**src/design/sgi_pkg.sv**
```systemverilog
// Constants shared by the serializer side-band control block
package sgi_pkg;

	// ****************************************
	// Register offsets
	// ****************************************
	localparam logic [7:0] SGI_ADDR_LINK_STATUS = 8'h0C;
	localparam logic [7:0] SGI_ADDR_PIN0_MODE = 8'h0D;
	localparam logic [7:0] SGI_ADDR_PIN12_MODE = 8'h0E;
	localparam logic [7:0] SGI_ADDR_PIN3_MODE = 8'h0F;
	localparam logic [7:0] SGI_ADDR_REG56_MODE = 8'h10;
	localparam logic [7:0] SGI_ADDR_REG78_MODE = 8'h11;
	localparam logic [7:0] SGI_ADDR_LEVELS = 8'h1C;
	localparam logic [7:0] SGI_ADDR_LEVEL8 = 8'h1D;
	localparam logic [7:0] SGI_ADDR_IRQ_EN = 8'hC6;
	localparam logic [7:0] SGI_ADDR_IRQ_STATUS = 8'hC7;

	// ****************************************
	// Field layout
	// ****************************************
	localparam int SGI_NUM_PINS = 8;
	localparam int SGI_NUM_LINK_PINS = 4;
	localparam logic [7:0] SGI_PIN_ADDR [0:7] = '{8'h0D, 8'h0E, 8'h0E, 8'h0F, 8'h10, 8'h10, 8'h11, 8'h11};
	localparam int SGI_PIN_LSB [0:7] = '{0, 0, 4, 0, 0, 4, 0, 4};
	localparam int SGI_LINK_DETECT_BIT = 0;
	localparam int SGI_LEVEL8_BIT = 0;
	localparam int SGI_IRQ_GLOBAL_BIT = 0;
	localparam int SGI_IRQ_LINK_BIT = 1;
	localparam int SGI_IRQ_REMOTE_BIT = 5;

	// ****************************************
	// Mode codes
	// ****************************************
	localparam logic [3:0] SGI_MODE_OUT_LOW = 4'h1;
	localparam logic [3:0] SGI_MODE_OUT_HIGH = 4'h9;
	localparam logic [3:0] SGI_MODE_INPUT = 4'h3;
	localparam logic [3:0] SGI_MODE_FWD = 4'h3;
	localparam logic [3:0] SGI_MODE_BACK = 4'h5;

	// ****************************************
	// Values after reset and synchroniser depth
	// ****************************************
	localparam logic [3:0] SGI_MODE_RESET = 4'h0;
	localparam logic [7:0] SGI_IRQ_EN_RESET = 8'h00;
	localparam logic [7:0] SGI_RDATA_RESET = 8'h00;
	localparam int SGI_SYNC_STAGES = 3;

endpackage

```
**src/design/sgi_sync.sv**
```systemverilog
// Three-stage input synchroniser with agreement filter
`timescale 1ns/100ps
`default_nettype none

module sgi_sync #(
	parameter int WIDTH = 1,
	parameter logic [WIDTH-1:0] RESET_VAL = '0
) (
	input wire logic CLK,
	input wire logic RST,
	input wire logic [WIDTH-1:0] DIN,
	output logic [WIDTH-1:0] DOUT
);

	logic [WIDTH-1:0] ff1_reg, ff1_next;
	logic [WIDTH-1:0] ff2_reg, ff2_next;
	logic [WIDTH-1:0] ff3_reg, ff3_next;
	logic [WIDTH-1:0] stable_reg, stable_next;

	// ****************************************
	// Stages
	// ****************************************
	always_comb begin
		ff1_next = DIN;
		ff2_next = ff1_reg;
		ff3_next = ff2_reg;
	end

	// Only stages two and three are compared; stage one may be metastable
	genvar i;
	generate
		for (i = 0; i < WIDTH; i++) begin : g_bit
			assign stable_next[i] = (ff2_reg[i] == ff3_reg[i]) ? ff3_reg[i] : stable_reg[i];
		end
	endgenerate

	always_ff @(posedge CLK) begin
		if (RST) begin
			ff1_reg <= RESET_VAL;
			ff2_reg <= RESET_VAL;
			ff3_reg <= RESET_VAL;
			stable_reg <= RESET_VAL;
		end else begin
			ff1_reg <= ff1_next;
			ff2_reg <= ff2_next;
			ff3_reg <= ff3_next;
			stable_reg <= stable_next;
		end
	end

	assign DOUT = stable_reg;

endmodule

`default_nettype wire

```
**src/design/sgi_ctrl.sv**
```systemverilog
// Side-band pin, interrupt and link status control of the serializer
`timescale 1ns/100ps
`default_nettype none

// How it works
// RL1: Link pins take code 3 for forward-channel, code 5 for back-channel operation.
// RL2: Link pin modes sit at pin0_mode_cfg[3:0], pin1_pin2_mode_cfg[3:0], pin1_pin2_mode_cfg[7:4], pin3_mode_cfg[3:0].
// RL3: Code 1 drives low, code 9 drives high, code 3 makes a readable input.
// RL4: Register-only pins 5 to 8 use regpin5_6_mode_cfg and regpin7_8_mode_cfg nibbles, same codes.
// RL5: Levels read at pin_input_levels bits 0-3 and 5-7, pin 8 at pin8_input_level bit 0.
// RL6: Register-only pin mode overrides the shared audio input on that pad.
// RL7: Local and remote register access both reach all configuration and levels.
// RL8: Register-only pins never travel across the serial link.
// RL9: Link-detect bit 0 of link_detect_status reads 0 while an interconnect fault exists.
// RL10: Every cable fault kind clears the same single bit, no fault detail.
// RL11: Interrupt output is active low, asserted by any enabled local or remote cause.
// RL12: Software sets interrupt_enable_ctrl bits 5 and 0 to enable remote interrupts.
// RL13: Enabled remote interrupt input going low drives the interrupt output low.
// RL14: Reading the interrupt status clears the pending cause and releases the output.
// RL15: Remote source cleared by software; path re-arms on next falling edge only.
// RL16: Mirror output follows the remote interrupt level, needs no clearing.
// RL17: Mirror output is held high while the link is down.
// RL18: Power-down input low resets every control register to default.
// RL19: Power-down input must stay low at least 3 ms before release.
// RL20: Back channel brings four pin bits at a deserializer-chosen line rate.
// RL21: Undocumented mode codes leave the pin as an undriven input.
module sgi_ctrl (
	input wire logic CLK,
	input wire logic RST,
	input wire logic POWER_DOWN_N,
	input wire logic LOC_WR,
	input wire logic LOC_RD,
	input wire logic [7:0] LOC_ADDR,
	input wire logic [7:0] LOC_WDATA,
	output logic [7:0] LOC_RDATA,
	output logic LOC_RVALID,
	input wire logic RMT_WR,
	input wire logic RMT_RD,
	input wire logic [7:0] RMT_ADDR,
	input wire logic [7:0] RMT_WDATA,
	output logic [7:0] RMT_RDATA,
	output logic RMT_RVALID,
	input wire logic [3:0] GPIO_I,
	output logic [3:0] GPIO_O,
	output logic [3:0] GPIO_OE,
	input wire logic [3:0] GPIO_REG_I,
	output logic [3:0] GPIO_REG_O,
	output logic [3:0] GPIO_REG_OE,
	output logic [3:0] AUD_SDIN,
	output logic [3:0] FWD_GPIO,
	input wire logic [3:0] BC_GPIO,
	input wire logic BC_GPIO_STROBE,
	input wire logic REMOTE_IRQ_IN_N,
	input wire logic LINK_LOCK,
	input wire logic LINK_FAULT,
	output logic IRQ_OUT_N,
	output logic REMOTE_IRQ_MIRROR
);

	// ****************************************
	// Declarations
	// ****************************************
	localparam int NP = sgi_pkg::SGI_NUM_PINS;
	localparam int NL = sgi_pkg::SGI_NUM_LINK_PINS;

	logic [3:0] pad_gpio, pad_greg;
	logic pd_n_s, fault_s, rst_all, link_det;
	logic [NP-1:0] drv_en, drv_val, gpio_mode;

	logic [3:0] mode_reg [0:NP-1];
	logic [3:0] mode_next [0:NP-1];
	logic [7:0] irq_en_reg, irq_en_next;
	logic pend_remote_reg, pend_remote_next;
	logic pend_link_reg, pend_link_next;
	logic [3:0] bc_gpio_reg, bc_gpio_next;
	logic rem_prev_reg, rem_prev_next;
	logic link_prev_reg, link_prev_next;

	logic [3:0] gpio_o_reg, gpio_o_next, gpio_oe_reg, gpio_oe_next;
	logic [3:0] greg_o_reg, greg_o_next, greg_oe_reg, greg_oe_next;
	logic [3:0] aud_reg, aud_next, fwd_reg, fwd_next;
	logic irq_n_reg, irq_n_next, mirror_reg, mirror_next;
	logic [7:0] loc_rdata_reg, loc_rdata_next, rmt_rdata_reg, rmt_rdata_next;
	logic loc_rvalid_reg, loc_rvalid_next, rmt_rvalid_reg, rmt_rvalid_next;

	// ****************************************
	// Pin synchronisers
	// ****************************************
	// Held apart from power-down so the power-down level itself survives
	sgi_sync #(
		.WIDTH(10),
		.RESET_VAL(10'h100)
	) u_sync (
		.CLK(CLK),
		.RST(RST),
		.DIN({LINK_FAULT, POWER_DOWN_N, GPIO_REG_I, GPIO_I}),
		.DOUT({fault_s, pd_n_s, pad_greg, pad_gpio})
	);

	assign rst_all = RST | ~pd_n_s; // RL18
	assign link_det = ~fault_s; // RL9 RL10

	// ****************************************
	// Per-pin mode decode
	// ****************************************
	genvar k;
	generate
		for (k = 0; k < NP; k++) begin : g_pin
			logic lo, hi, inp;
			assign lo = (mode_reg[k] == sgi_pkg::SGI_MODE_OUT_LOW); // RL3
			assign hi = (mode_reg[k] == sgi_pkg::SGI_MODE_OUT_HIGH); // RL3
			assign inp = (mode_reg[k] == sgi_pkg::SGI_MODE_INPUT); // RL3
			assign gpio_mode[k] = lo | hi | inp;
			if (k < NL) begin : g_link
				logic bc;
				assign bc = (mode_reg[k] == sgi_pkg::SGI_MODE_BACK); // RL1
				assign drv_en[k] = lo | hi | bc; // RL21
				assign drv_val[k] = hi | (bc & bc_gpio_reg[k]); // RL1
			end else begin : g_local
				assign drv_en[k] = lo | hi; // RL4 RL21
				assign drv_val[k] = hi; // RL4
			end
		end
	endgenerate

	// ****************************************
	// Register read mux
	// ****************************************
	function automatic logic [7:0] reg_read(input logic [7:0] addr);
		logic [7:0] d;
		d = 8'h00;
		for (int i = 0; i < NP; i++) begin
			if (addr == sgi_pkg::SGI_PIN_ADDR[i]) begin
				d[sgi_pkg::SGI_PIN_LSB[i] +: 4] = mode_reg[i]; // RL2 RL4
			end
		end
		case (addr)
			sgi_pkg::SGI_ADDR_LINK_STATUS: begin
				d[sgi_pkg::SGI_LINK_DETECT_BIT] = link_det; // RL9
			end
			sgi_pkg::SGI_ADDR_LEVELS: begin
				d = {pad_greg[2:0], 1'b0, pad_gpio}; // RL5
			end
			sgi_pkg::SGI_ADDR_LEVEL8: begin
				d[sgi_pkg::SGI_LEVEL8_BIT] = pad_greg[3]; // RL5
			end
			sgi_pkg::SGI_ADDR_IRQ_EN: begin
				d = irq_en_reg;
			end
			sgi_pkg::SGI_ADDR_IRQ_STATUS: begin
				d[sgi_pkg::SGI_IRQ_GLOBAL_BIT] = pend_remote_reg | pend_link_reg;
				d[sgi_pkg::SGI_IRQ_LINK_BIT] = pend_link_reg;
				d[sgi_pkg::SGI_IRQ_REMOTE_BIT] = pend_remote_reg;
			end
			default: begin
			end
		endcase
		return d;
	endfunction

	// ****************************************
	// Next-state logic
	// ****************************************
	always_comb begin
		logic isr_rd, en_glb, rem_fall, link_drop;
		isr_rd = (LOC_RD & (LOC_ADDR == sgi_pkg::SGI_ADDR_IRQ_STATUS))
			| (RMT_RD & (RMT_ADDR == sgi_pkg::SGI_ADDR_IRQ_STATUS));
		en_glb = irq_en_reg[sgi_pkg::SGI_IRQ_GLOBAL_BIT];
		rem_fall = LINK_LOCK & rem_prev_reg & ~REMOTE_IRQ_IN_N; // RL15
		link_drop = link_prev_reg & ~link_det;

		// Remote port first so a same-cycle local write to a field wins
		for (int i = 0; i < NP; i++) begin
			mode_next[i] = mode_reg[i];
			if (RMT_WR && (RMT_ADDR == sgi_pkg::SGI_PIN_ADDR[i])) begin
				mode_next[i] = RMT_WDATA[sgi_pkg::SGI_PIN_LSB[i] +: 4]; // RL7
			end
			if (LOC_WR && (LOC_ADDR == sgi_pkg::SGI_PIN_ADDR[i])) begin
				mode_next[i] = LOC_WDATA[sgi_pkg::SGI_PIN_LSB[i] +: 4]; // RL7
			end
		end
		irq_en_next = irq_en_reg;
		if (RMT_WR && (RMT_ADDR == sgi_pkg::SGI_ADDR_IRQ_EN)) begin
			irq_en_next = RMT_WDATA; // RL7
		end
		if (LOC_WR && (LOC_ADDR == sgi_pkg::SGI_ADDR_IRQ_EN)) begin
			irq_en_next = LOC_WDATA;
		end

		// Status read clears, but a cause arriving in the same cycle is kept
		pend_remote_next = (pend_remote_reg & ~isr_rd)
			| (rem_fall & en_glb & irq_en_reg[sgi_pkg::SGI_IRQ_REMOTE_BIT]); // RL12 RL13 RL14
		pend_link_next = (pend_link_reg & ~isr_rd)
			| (link_drop & en_glb & irq_en_reg[sgi_pkg::SGI_IRQ_LINK_BIT]); // RL14
		irq_n_next = ~(en_glb & (pend_remote_next | pend_link_next)); // RL11 RL13

		rem_prev_next = REMOTE_IRQ_IN_N;
		link_prev_next = link_det;
		mirror_next = LINK_LOCK ? REMOTE_IRQ_IN_N : 1'b1; // RL16 RL17

		// Back-channel pin bits land once per frame, whatever its line rate
		bc_gpio_next = BC_GPIO_STROBE ? BC_GPIO : bc_gpio_reg; // RL20
	end

	// ****************************************
	// State registers
	// ****************************************
	always_ff @(posedge CLK) begin
		if (rst_all) begin
			for (int i = 0; i < NP; i++) begin
				mode_reg[i] <= sgi_pkg::SGI_MODE_RESET; // RL18
			end
			irq_en_reg <= sgi_pkg::SGI_IRQ_EN_RESET;
			pend_remote_reg <= 1'b0;
			pend_link_reg <= 1'b0;
			bc_gpio_reg <= 4'h0;
			rem_prev_reg <= 1'b1;
			link_prev_reg <= 1'b0;
			irq_n_reg <= 1'b1;
			mirror_reg <= 1'b1;
		end else begin
			for (int i = 0; i < NP; i++) begin
				mode_reg[i] <= mode_next[i];
			end
			irq_en_reg <= irq_en_next;
			pend_remote_reg <= pend_remote_next;
			pend_link_reg <= pend_link_next;
			bc_gpio_reg <= bc_gpio_next;
			rem_prev_reg <= rem_prev_next;
			link_prev_reg <= link_prev_next;
			irq_n_reg <= irq_n_next;
			mirror_reg <= mirror_next;
		end
	end

	// ****************************************
	// Pin drivers
	// ****************************************
	// Registered so a mode write never glitches a pad mid-cycle
	always_comb begin
		for (int i = 0; i < NL; i++) begin
			gpio_o_next[i] = drv_val[i];
			gpio_oe_next[i] = drv_en[i];
			fwd_next[i] = (mode_reg[i] == sgi_pkg::SGI_MODE_FWD) & pad_gpio[i]; // RL1
			greg_o_next[i] = drv_val[NL + i]; // RL8
			greg_oe_next[i] = drv_en[NL + i];
			aud_next[i] = gpio_mode[NL + i] ? 1'b0 : pad_greg[i]; // RL6
		end
	end

	always_ff @(posedge CLK) begin
		if (rst_all) begin
			gpio_o_reg <= 4'h0;
			gpio_oe_reg <= 4'h0;
			greg_o_reg <= 4'h0;
			greg_oe_reg <= 4'h0;
			aud_reg <= 4'h0;
			fwd_reg <= 4'h0;
		end else begin
			gpio_o_reg <= gpio_o_next;
			gpio_oe_reg <= gpio_oe_next;
			greg_o_reg <= greg_o_next;
			greg_oe_reg <= greg_oe_next;
			aud_reg <= aud_next;
			fwd_reg <= fwd_next;
		end
	end

	// ****************************************
	// Read ports
	// ****************************************
	always_comb begin
		loc_rdata_next = LOC_RD ? reg_read(LOC_ADDR) : loc_rdata_reg; // RL7
		rmt_rdata_next = RMT_RD ? reg_read(RMT_ADDR) : rmt_rdata_reg; // RL7
		loc_rvalid_next = LOC_RD;
		rmt_rvalid_next = RMT_RD;
	end

	always_ff @(posedge CLK) begin
		if (rst_all) begin
			loc_rdata_reg <= sgi_pkg::SGI_RDATA_RESET;
			rmt_rdata_reg <= sgi_pkg::SGI_RDATA_RESET;
			loc_rvalid_reg <= 1'b0;
			rmt_rvalid_reg <= 1'b0;
		end else begin
			loc_rdata_reg <= loc_rdata_next;
			rmt_rdata_reg <= rmt_rdata_next;
			loc_rvalid_reg <= loc_rvalid_next;
			rmt_rvalid_reg <= rmt_rvalid_next;
		end
	end

	// ****************************************
	// Outputs
	// ****************************************
	assign GPIO_O = gpio_o_reg;
	assign GPIO_OE = gpio_oe_reg;
	assign GPIO_REG_O = greg_o_reg;
	assign GPIO_REG_OE = greg_oe_reg;
	assign AUD_SDIN = aud_reg;
	assign FWD_GPIO = fwd_reg;
	assign IRQ_OUT_N = irq_n_reg;
	assign REMOTE_IRQ_MIRROR = mirror_reg;
	assign LOC_RDATA = loc_rdata_reg;
	assign LOC_RVALID = loc_rvalid_reg;
	assign RMT_RDATA = rmt_rdata_reg;
	assign RMT_RVALID = rmt_rvalid_reg;

endmodule

`default_nettype wire

```
**config.mk**
```make
export PLATFORM = sky130hd
export DESIGN_NAME = sgi_ctrl
export DESIGN_NICKNAME = d
export VERILOG_FILES = /design/src/design/sgi_pkg.sv /design/src/design/sgi_sync.sv /design/src/design/sgi_ctrl.sv
export SDC_FILE = /design/constraint.sdc
export NUM_CORES = 1
export LEC_CHECK = 0
export ABC_AREA = 1
export ABC_CLOCK_PERIOD_IN_PS = 1500
export BUFFER_PORTS_ARGS = -buffer_cell sky130_fd_sc_hd__buf_2
export CAP_MARGIN = 20
export CORE_MARGIN = 1.5
export CORE_UTILIZATION = 30
export DETAILED_ROUTE_END_ITERATION = 12
export PLACE_DENSITY_LB_ADDON = 0.12
export SETUP_SLACK_MARGIN = 0.02
export SLEW_MARGIN = 5
export SYNTH_ARGS = -nofsm -noshare
export SYNTH_HDL_FRONTEND = slang
export SYNTH_SLANG_ARGS = --single-unit
```
**constraint.sdc**
```tcl
create_clock -name CLK -period 1.5 [get_ports CLK]
set_input_delay 0.3 -clock CLK [delete_from_list [all_inputs] [get_ports CLK]]
set_output_delay 0.3 -clock CLK [all_outputs]
set_load 0.03 [all_outputs]
```
* Word-level counts from Yosys, hierarchy flattened
Memories as Yosys holds them, arrays and structs flattened. Cells that the tools add are included.
Word-level totals: bits in writable memories 32, word-level logic and storage cells 226, memories 1, output and inout bits 44, latch bits 0, bits in read-only memories 0, register bits after elaboration 100, bits of input ports 55
Operators by class: shift operators 0, div/mod/pow operators 0, bitwise gates (word level) 60, multiplexer cells 55, reductions and logical operators 18, order comparisons 0, $add $sub $neg 0, equality and inequality tests 58, multipliers 0
Memory list:
- mode_reg | words 8, width 4, rd ports 8, clocked after memory_dff 0, wr ports 8, RTL line sgi_ctrl.sv:70 | logic [3:0] mode_reg [0:NP-1];
Operators with widths (count):
- $mux 4 | 40
- $eq 8x4->1 const B | 8
- $eq 8x5->1 const B | 8
- $or 1x1->1 | 34
- $eq 4x1->1 const B | 8
- $eq 4x2->1 const B | 8
- $eq 4x4->1 const B | 8
- $eq 8x8->1 const B | 4
- $and 1x1->1 | 20
- $eq 4x3->1 const B | 4
- $mux 8 | 2
- $logic_and 1x1->1 | 12
- $pmux 1 s3 | 4
- $pmux 3 s2 | 2
- $eq 1x1->1 | 10
- $pmux 1 s5 | 2
- $reduce_or 2->1 | 5
- $pmux 2 s2 | 2
- $not 1->1 | 6
- $mux 1 | 3
- $reduce_bool 2->1 | 1

* Logic depth before layout (Yosys ltp)
Gate-level depths: netlist of the first run.
word-level depth 9, depth in mapped cells 11, gate-level depth less buffers 10

* Modules after synthesis
From an unflattened synthesis of the first run, not the netlist that was laid out.
Unflattened totals: cell total of the unflattened synthesis 900, area, all modules 6117.1 um^2
By module, submodules not included:
- sgi_ctrl | area an instance 4922.2 um^2, times used 1, cells each 764
- sgi_sync | area an instance 1194.9 um^2, times used 1, cells each 136

* Worst setup path after synthesis of the first run
Ideal clock, no wire load.
path type in2reg, start input RMT_ADDR[5], end memory mode_reg[7][2] (netlist: mode_reg[3][6]), required time 1.368 ns, arrival time 1.178 ns, stages 10, path slack 0.190 ns, setup time 0.132 ns, cells stage by stage inv_1 nand2_1 nor2_4 nand2_4 nor2_2 inv_1 nand2_2 inv_1 nand2_1 a21oi_1
RTL lines:
- start, declared | RTL line sgi_ctrl.sv:39 | input wire logic [7:0] RMT_ADDR,
- end, declared | RTL line sgi_ctrl.sv:70

* Worst setup path after layout of the first run
start register loc_rdata_reg[7] (netlist: LOC_RDATA[7]), end output LOC_RDATA[7]
RTL lines:
- start, declared | RTL line sgi_ctrl.sv:83 | logic [7:0] loc_rdata_reg, loc_rdata_next, rmt_rdata_reg, rmt_rdata_next;
- start signal, assigned | RTL line sgi_ctrl.sv:281 | loc_rdata_reg <= sgi_pkg::SGI_RDATA_RESET;
- start signal, assigned | RTL line sgi_ctrl.sv:286 | loc_rdata_reg <= loc_rdata_next;
- end, declared | RTL line sgi_ctrl.sv:35 | output logic [7:0] LOC_RDATA,
No word-level cell between the ends.

==> impl_metrics.toml, run 1 <==
[die]
rows = 52
fp.dieH_microns = 146
start_util_pct = 30.4
die_w_microns = 146
core-area_sq_um = 20100
die_area_sq_um = 21300
pin_count = 99

[worst_setup_path]
crit_path_max_incr_delay_ps = 380
path_max_fanout = 2
worstPathCellList = "buf_2"
required_ps = 1200
worst-path-buf-inv = 1
critPathTopFamily = "flip-flops"
worstPathArrival_ps = 1020
endpoint_kind = "output port"
worst-setup-path-type = "flip-flop to output port"
cp_slowest_cell = "dfxtp_1"
cp-start-kind = "flip-flop"

[global_routing]
antenna_found_initial = 0
grt_util_all_layers_pct = 20.8
grt_overflow = 0
grt_max_degree = 41
grt_pass1_wl_microns = 33400
grt_pass1_vias = 6040

[yosys]
synth-edff-count = 0
synthTopCellsByArea = "dfxtp_1 (43%), nand2_1 (11%), inv_1 (7.7%)"
ys_top_cells_by_count = "nand2_1 (185), dfxtp_1 (132), inv_1 (125), nor2_1 (118), nand3_1 (86)"
synth_most_common_cell = "nand2_1"
synthCells = 893
postSynth.asyncResetShare_pct = 0
yosys_warnings = 0
ys_seq_area_share_pct = 43.2
synth_top_area_share_pct = 43.2
syn_area_sq_um = 6120
synth_largest_area_cell = "dfxtp_1"
yosysUniqueCellTypes = 34
syn_nets = 948
yosys_register_bits = 132
syn_avg_cell_area_sq_um = 6.85
ys.flop_type = "dfxtp_1"

[clock_tree]
holdBufCountCts = 0
worstSkewPairLatency_ps = 420
cts_tree = "done"
post-cts-setup-buffer-count = 0
cts_resized = 0
numCtsBuffers = 17
root_buffer = "clkbuf_16"
clk_pin_slew_ps = 60
cts.sinks = 132
htree_levels = 4
clockBufferDepth = 2

[sta]
hold_viol_final = 0
fin_crit_ps = 1320
fmax_ghz = 0.757
setup_viol = 0
rsz0062_at_grt = "false"
worst_hold_slack_ps = 53.6
maxSlewHeadroom_pct = 75.9
tightest_slew_ps = 353
skew_ps = 8.36
worst_slack_ps = 179
drv_slew = 0
fin_crit_sh_pct = 88.1

[final_layout]
antenna_cells = 0
regArea_sq_um = 2640
syn_to_final_growth_pct = 29.8
fin_area_sq_um = 7940
utilization_pct = 39.5
drive_gt1_share_pct = 21.5
largest_reg_flops = 32
nFillCells = 2154
layout.nets = 1105
multi_input_area_sq_um = 2880

[hold_path]
hp-class = "input port to flip-flop"

[routing]
first_pass_iters = 5
wirelength_microns = 21300
ant_nets = 0
drc = 0
avgViaCountPerCell = 4.72
dr_total_vias = 6288
wl_per_cell_microns = 16.0
drt_iter0_markers = 497

[placed_design]
place.gp.congestion = 0.894
place_area_sq_um = 7350
portBuffers = 98
place_ws_ps = -166
dp_hpwl_microns = 16800

[pwr]
leakagePower_nw = 3.69
irDropWorstVdd_mv = 0.772
p_per_area_nw_per_um2 = 1050

[run]
maxCapViolCount = 0

[outcome]
status = "completed"
## final cells by class
cell class,count,share of cell area (%)
clock buffers,17,5.36
inverters,132,6.24
repair buffers,160,12.5
multi-input cells,607,36.3
well taps,270,4.25
flip-flops and latches,132,33.3
clock inverters,15,2.08
## where the power goes
part           switching [mW]  internal (mW)
Combinational           0.397          0.202
Clock                    1.80           2.36
Sequential             0.0324           3.57
Total                    2.23           6.13
## per-stage QoR
stage	cells	TNS, ps	power [mW]
global placement	1301	-5170	4.29
detailed placement	1301	-5130	4.28
CTS	1333	0	8.48
global route	1333	0	8.72
finish	1333	0	8.36
floorplan	893	0	3.98
## worst register-to-register path: stages, from the launching register on
cell and delay (ps):
dfxtp_1 330, inv_1 240, o21ai_0 150, nor2_1 170, nand3_1 140, nand2_1 80
inv_1 30
## logic make-up after synthesis
logic type / share of synthesized area [%]
and+or+nand+nor: 32.9
buffers and inverters: 9.73
DFF: 43.2
AOI/OAI and AO/OA: 14.1
## layout by cell type (no fill, tap or decap), types with 6 or more instances in the layout
| master | netlist | layout |
|---|---|---|
| nand2_1 | 185 | 184 |
| dfxtp_1 | 132 | 132 |
| inv_1 | 125 | 125 |
| nor2_1 | 118 | 118 |
| buf_2 | 8 | 98 |
| nand3_1 | 86 | 86 |
| o21ai_0 | 65 | 65 |
| buf_4 | 0 | 59 |
| a21oi_1 | 57 | 57 |
| clkbuf_16 | 0 | 17 |
| o211ai_1 | 12 | 12 |
| nor3_1 | 11 | 11 |
| a211oi_1 | 11 | 11 |
| nand4_1 | 10 | 10 |
| nand2_2 | 7 | 8 |
| nor2_4 | 7 | 7 |
| inv_2 | 6 | 6 |
## path summary, 6_finish.rpt
| check | startpoint | endpoint | slack, ps | depth (start not counted) |
|---|---|---|---|---|
| max | LOC_RDATA[7] | LOC_RDATA[7] | 180 | 1 |
| min | POWER_DOWN_N | u_sync.ff1_reg[8] | 50 | 2 |
| max reg2reg | u_sync.DOUT[1] | RMT_RDATA[1] | 270 | 6 |
| min reg2reg | u_sync.ff1_reg[6] | u_sync.ff2_reg[6] | 400 | 2 |
## per-layer routing
| layer | global-route usage (%) | share of wire, % | vias to the layer above |
|---|---|---|---|
| li1 | - | - | 3209 |
| met1 | 27.7 | 46 | 2831 |
| met2 | 33.5 | 45 | 217 |
| met3 | 3.95 | 6.3 | 31 |
| met4 | 7.70 | 2.4 | 0 |
| met5 | 0 | 0 | - |
(Power assumes the default switching activity.)
==> run 2, diff against run 1 <==
- CORE_MARGIN: 1.5 -> 3
- TNS_END_PERCENT: unset -> 50
==> impl_metrics.toml, run 2 (synthesis results as in run 1) <==
[global_routing]
grt_pass1_wl_microns = 32400
grt_pass1_vias = 5970
grt_util_all_layers_pct = 19.2
antenna_found_initial = 1
grt_overflow = 0
grt_max_degree = 41

[routing]
wl_per_cell_microns = 15.8
wirelength_microns = 21000
avgViaCountPerCell = 4.71
drt_iter0_markers = 399
dr_total_vias = 6273
first_pass_iters = 5
drc = 0
ant_nets = 0

[final_layout]
final_cell_mix = "nand2_1 (184), dfxtp_1 (132), inv_1 (125)"
fin_cells = 1331
regArea_sq_um = 2640
nFillCells = 2195
drive_gt1_share_pct = 21.8
mostFrequentLayoutCell = "nand2_1"
largest_reg_flops = 32
antenna_cells = 0
layout.nets = 1108
syn_to_final_growth_pct = 30.2
multi_input_area_sq_um = 2880

[clock_tree]
root_buffer = "clkbuf_16"
post-cts-setup-buffer-count = 0
cts_tree = "done"
clk_pin_slew_ps = 70
cts.sinks = 132
worstSkewPairLatency_ps = 430
htree_levels = 4
cts_resized = 0
clockBufferDepth = 2
holdBufCountCts = 0
numCtsBuffers = 17

[worst_setup_path]
path_max_fanout = 2
critPathTopFamily = "flip-flops"
worst-setup-path-type = "flip-flop to output port"
worst-path-buf-inv = 1
worstPathArrival_ps = 1010
crit_path_max_incr_delay_ps = 370
cp_slowest_cell = "dfxtp_1"
required_ps = 1200
worstPathCellList = "buf_2"
endpoint_kind = "output port"
cp-start-kind = "flip-flop"

[die]
die_area_sq_um = 22100
core-area_sq_um = 19800
rows = 51
die_w_microns = 149
pin_count = 99
start_util_pct = 30.9
fp.dieH_microns = 149

[placed_design]
portBuffers = 98
place_inst = 1299
dp_hpwl_microns = 16600
place.gp.congestion = 0.894

[hold_path]
hp-class = "input port to flip-flop"

[sta]
maxSlewHeadroom_pct = 74.0
rsz0062_at_grt = "false"
fin_crit_ps = 1310
worst_hold_slack_ps = 49.0
fin_crit_sh_pct = 87.3
fmax_ghz = 0.764
tightest_slew_ps = 381
hold_viol_final = 0
drv_slew = 0
skew_ps = 13.3
setup_viol = 0
setup_tns_ps = 0

[pwr]
irDropWorstVdd_mv = 0.725
p_per_area_nw_per_um2 = 1030
total_power_mw = 8.22
leakagePower_nw = 3.70

[run]
maxCapViolCount = 0

[outcome]
status = "completed"
[run 2: cell types whose count changed in the layout (fill, tap and decap cells not counted), sizes merged]
cell and change:
bufinv -1, inv +2, clkinvlp +1, clkinv -2, buf +3
[run 2: through the flow]
stage                     util (%)  area [sq um]  worst slack, ps
after CTS                     40.3          7970              194
final                         40.3          7970              191
after detailed placement      37.4          7410             -222
after global placement        37.4          7410             -235
after floorplan                  -          6120              190
after global routing          40.3          7970              101
[run 2: final timing paths]
| path | from | endpoint | slack [ps] | depth (start not counted) |
|---|---|---|---|---|
| worst max-delay path | RMT_RDATA[5] | RMT_RDATA[5] | 190 | 1 |
| worst min-delay path | POWER_DOWN_N | u_sync.ff1_reg[8] | 50 | 2 |
| worst max register to register | u_sync.DOUT[8] | FWD_GPIO[1] | 290 | 6 |
| worst min register to register | u_sync.ff1_reg[0] | u_sync.ff2_reg[0] | 400 | 2 |
[run 2: power breakdown]
part | internal (mW) | leakage [nW] | total [mW] | switching, mW
combinational | 0.210 | 2.36 | 0.605 | 0.394
sequential | 3.57 | 1.07 | 3.60 | 0.0315
clock | 2.19 | 0.268 | 4.01 | 1.82
total | 5.97 | 3.70 | 8.22 | 2.25
[run 2: final cells by class]
| cell class | count | share of cell area [%] |
|---|---|---|
| Tap cell | 265 | 4.16 |
| Sequential cell | 132 | 33.2 |
| Timing Repair Buffer | 163 | 13.2 |
| Multi-Input combinational cell | 607 | 36.2 |
| Inverter | 132 | 6.22 |
| Clock inverter | 15 | 1.70 |
| Clock buffer | 17 | 5.34 |
[run 2: layer usage]
metal | GRT usage, % | vias to the layer above | routed length [microns]
met3 | 4.19 | 36 | 1230
met4 | 6.68 | 2 | 546
met5 | 0 | - | 13
met2 | 30.5 | 182 | 9380
met1 | 25.9 | 2848 | 9870
li1 | - | 3205 | -
==> run 3, diff against run 2 <==
- CORE_UTILIZATION: 30 -> 45
==> impl_metrics.toml, run 3 (synthesis results as in run 1) <==
[die]
die_area_sq_um = 15000
start_util_pct = 47.2
fp.dieH_microns = 123
die_w_microns = 123
rows = 41
core-area_sq_um = 13000
pin_count = 99

[pwr]
internal_power_mw = 6.34
p_sw_mw = 2.07
leakagePower_nw = 3.69
pwr-share-clk_pct = 50.0
total_power_mw = 8.41
swShare_pct = 24.7
irDropWorstVdd_mv = 0.789
p_seq_share_pct = 42.9
pwr-share-comb_pct = 7.1
p_per_area_nw_per_um2 = 1080

[clock_tree]
post-cts-setup-buffer-count = 0
cts_tree = "done"
clk_pin_slew_ps = 60
numCtsBuffers = 17
holdBufCountCts = 0
htree_levels = 4
clockBufferDepth = 2
worstSkewPairLatency_ps = 420
root_buffer = "clkbuf_16"
cts.sinks = 132
cts_resized = 0

[placed_design]
dp_hpwl_microns = 14900
portBuffers = 98
place_ws_ps = -126
place.gp.congestion = 1.00

[worst_setup_path]
worst-setup-path-type = "flip-flop to output port"
cp_slowest_cell = "dfxtp_1"
cp-start-kind = "flip-flop"
crit_path_max_incr_delay_ps = 370
required_ps = 1200
r2r-start = "u_sync.DOUT[8]"
critPathTopFamily = "flip-flops"
worstPathCellList = "buf_2"
worst-path-buf-inv = 1
endpoint_kind = "output port"
worstPathArrival_ps = 1000
crit_start = "RMT_RDATA[0]"
path_max_fanout = 2

[sta]
worst_slack_ps = 195
skew_ps = 6.02
maxSlewHeadroom_pct = 75.7
worst_hold_slack_ps = 64.4
rsz0062_at_grt = "false"
tightest_slew_ps = 355
drv_slew = 0
fin_crit_ps = 1300
hold_viol_final = 0
fmax_ghz = 0.766
setup_viol = 0
fin_crit_sh_pct = 87.0

[final_layout]
syn_to_final_growth_pct = 27.8
largest_reg_flops = 32
mostFrequentLayoutCell = "nand2_1"
layout.nets = 1106
antenna_cells = 0
final_cell_mix = "nand2_1 (184), dfxtp_1 (132), inv_1 (125)"
nFillCells = 1246
drive_gt1_share_pct = 21.6

[routing]
avgViaCountPerCell = 5.18
drc = 0
dr_total_vias = 6405
wl_per_cell_microns = 15.6
drt_iter0_markers = 537
ant_nets = 0
wirelength_microns = 19300
first_pass_iters = 5

[run]
maxCapViolCount = 0

[global_routing]
grt_util_all_layers_pct = 26.6
grt_pass1_wl_microns = 30200
grt_overflow = 0
grt_pass1_vias = 5752
grt_max_degree = 41
antenna_found_initial = 0

[outcome]
status = "completed"

[hold_path]
min-delay-start = "POWER_DOWN_N"
hp-class = "input port to flip-flop"
==> run 3: power groups by stage <==
stage | clock, mW | sequential (mW) | combinational [mW]
floorplan | 0 | 3.72 | 0.256
finish | 4.21 | 3.61 | 0.594
detailed placement | 0 | 3.68 | 0.586
CTS | 4.26 | 3.61 | 0.589
global placement | 0 | 3.68 | 0.584
global route | 4.43 | 3.61 | 0.652
==> run 3: metrics by stage <==
| step | cell area [sq um] | TNS [ps] | instances | utilization, % |
|---|---|---|---|---|
| after floorplan | 6120 | 0 | 893 | - |
| after global placement | 7230 | -2580 | 1204 | 55.7 |
| after detailed placement | 7230 | -3380 | 1204 | 55.7 |
| after CTS | 7820 | 0 | 1236 | 60.3 |
| after global routing | 7820 | 0 | 1236 | 60.3 |
| final | 7820 | 0 | 1236 | 60.3 |
==> run 3: metal layers <==
metal	part of all wire, %	vias up	global-route usage (%)
met2	44	279	41.9
met1	44	2869	35.5
li1	-	3205	-
met4	3.1	0	9.94
met5	0	-	0
met3	8.6	52	6.27
==> run 3: final timing paths <==
path,endpoint,slack [ps],cells past startpoint
setup / recovery,RMT_RDATA[0],200,1
hold / removal,u_sync.ff1_reg[8],60,2
setup reg to reg,IRQ_OUT_N,300,6
hold reg to reg,u_sync.ff2_reg[4],400,2
==> run 3: area by class of cell <==
type | instances | area, sq um | share of cell area [%]
Clock buffer | 19 | 453 | 5.79
Inverter | 132 | 495 | 6.33
Clock inverter | 13 | 145 | 1.86
Sequential cell | 132 | 2640 | 33.8
Multi-Input combinational cell | 607 | 2880 | 36.9
Timing Repair Buffer | 161 | 988 | 12.6
Tap cell | 172 | 215 | 2.75
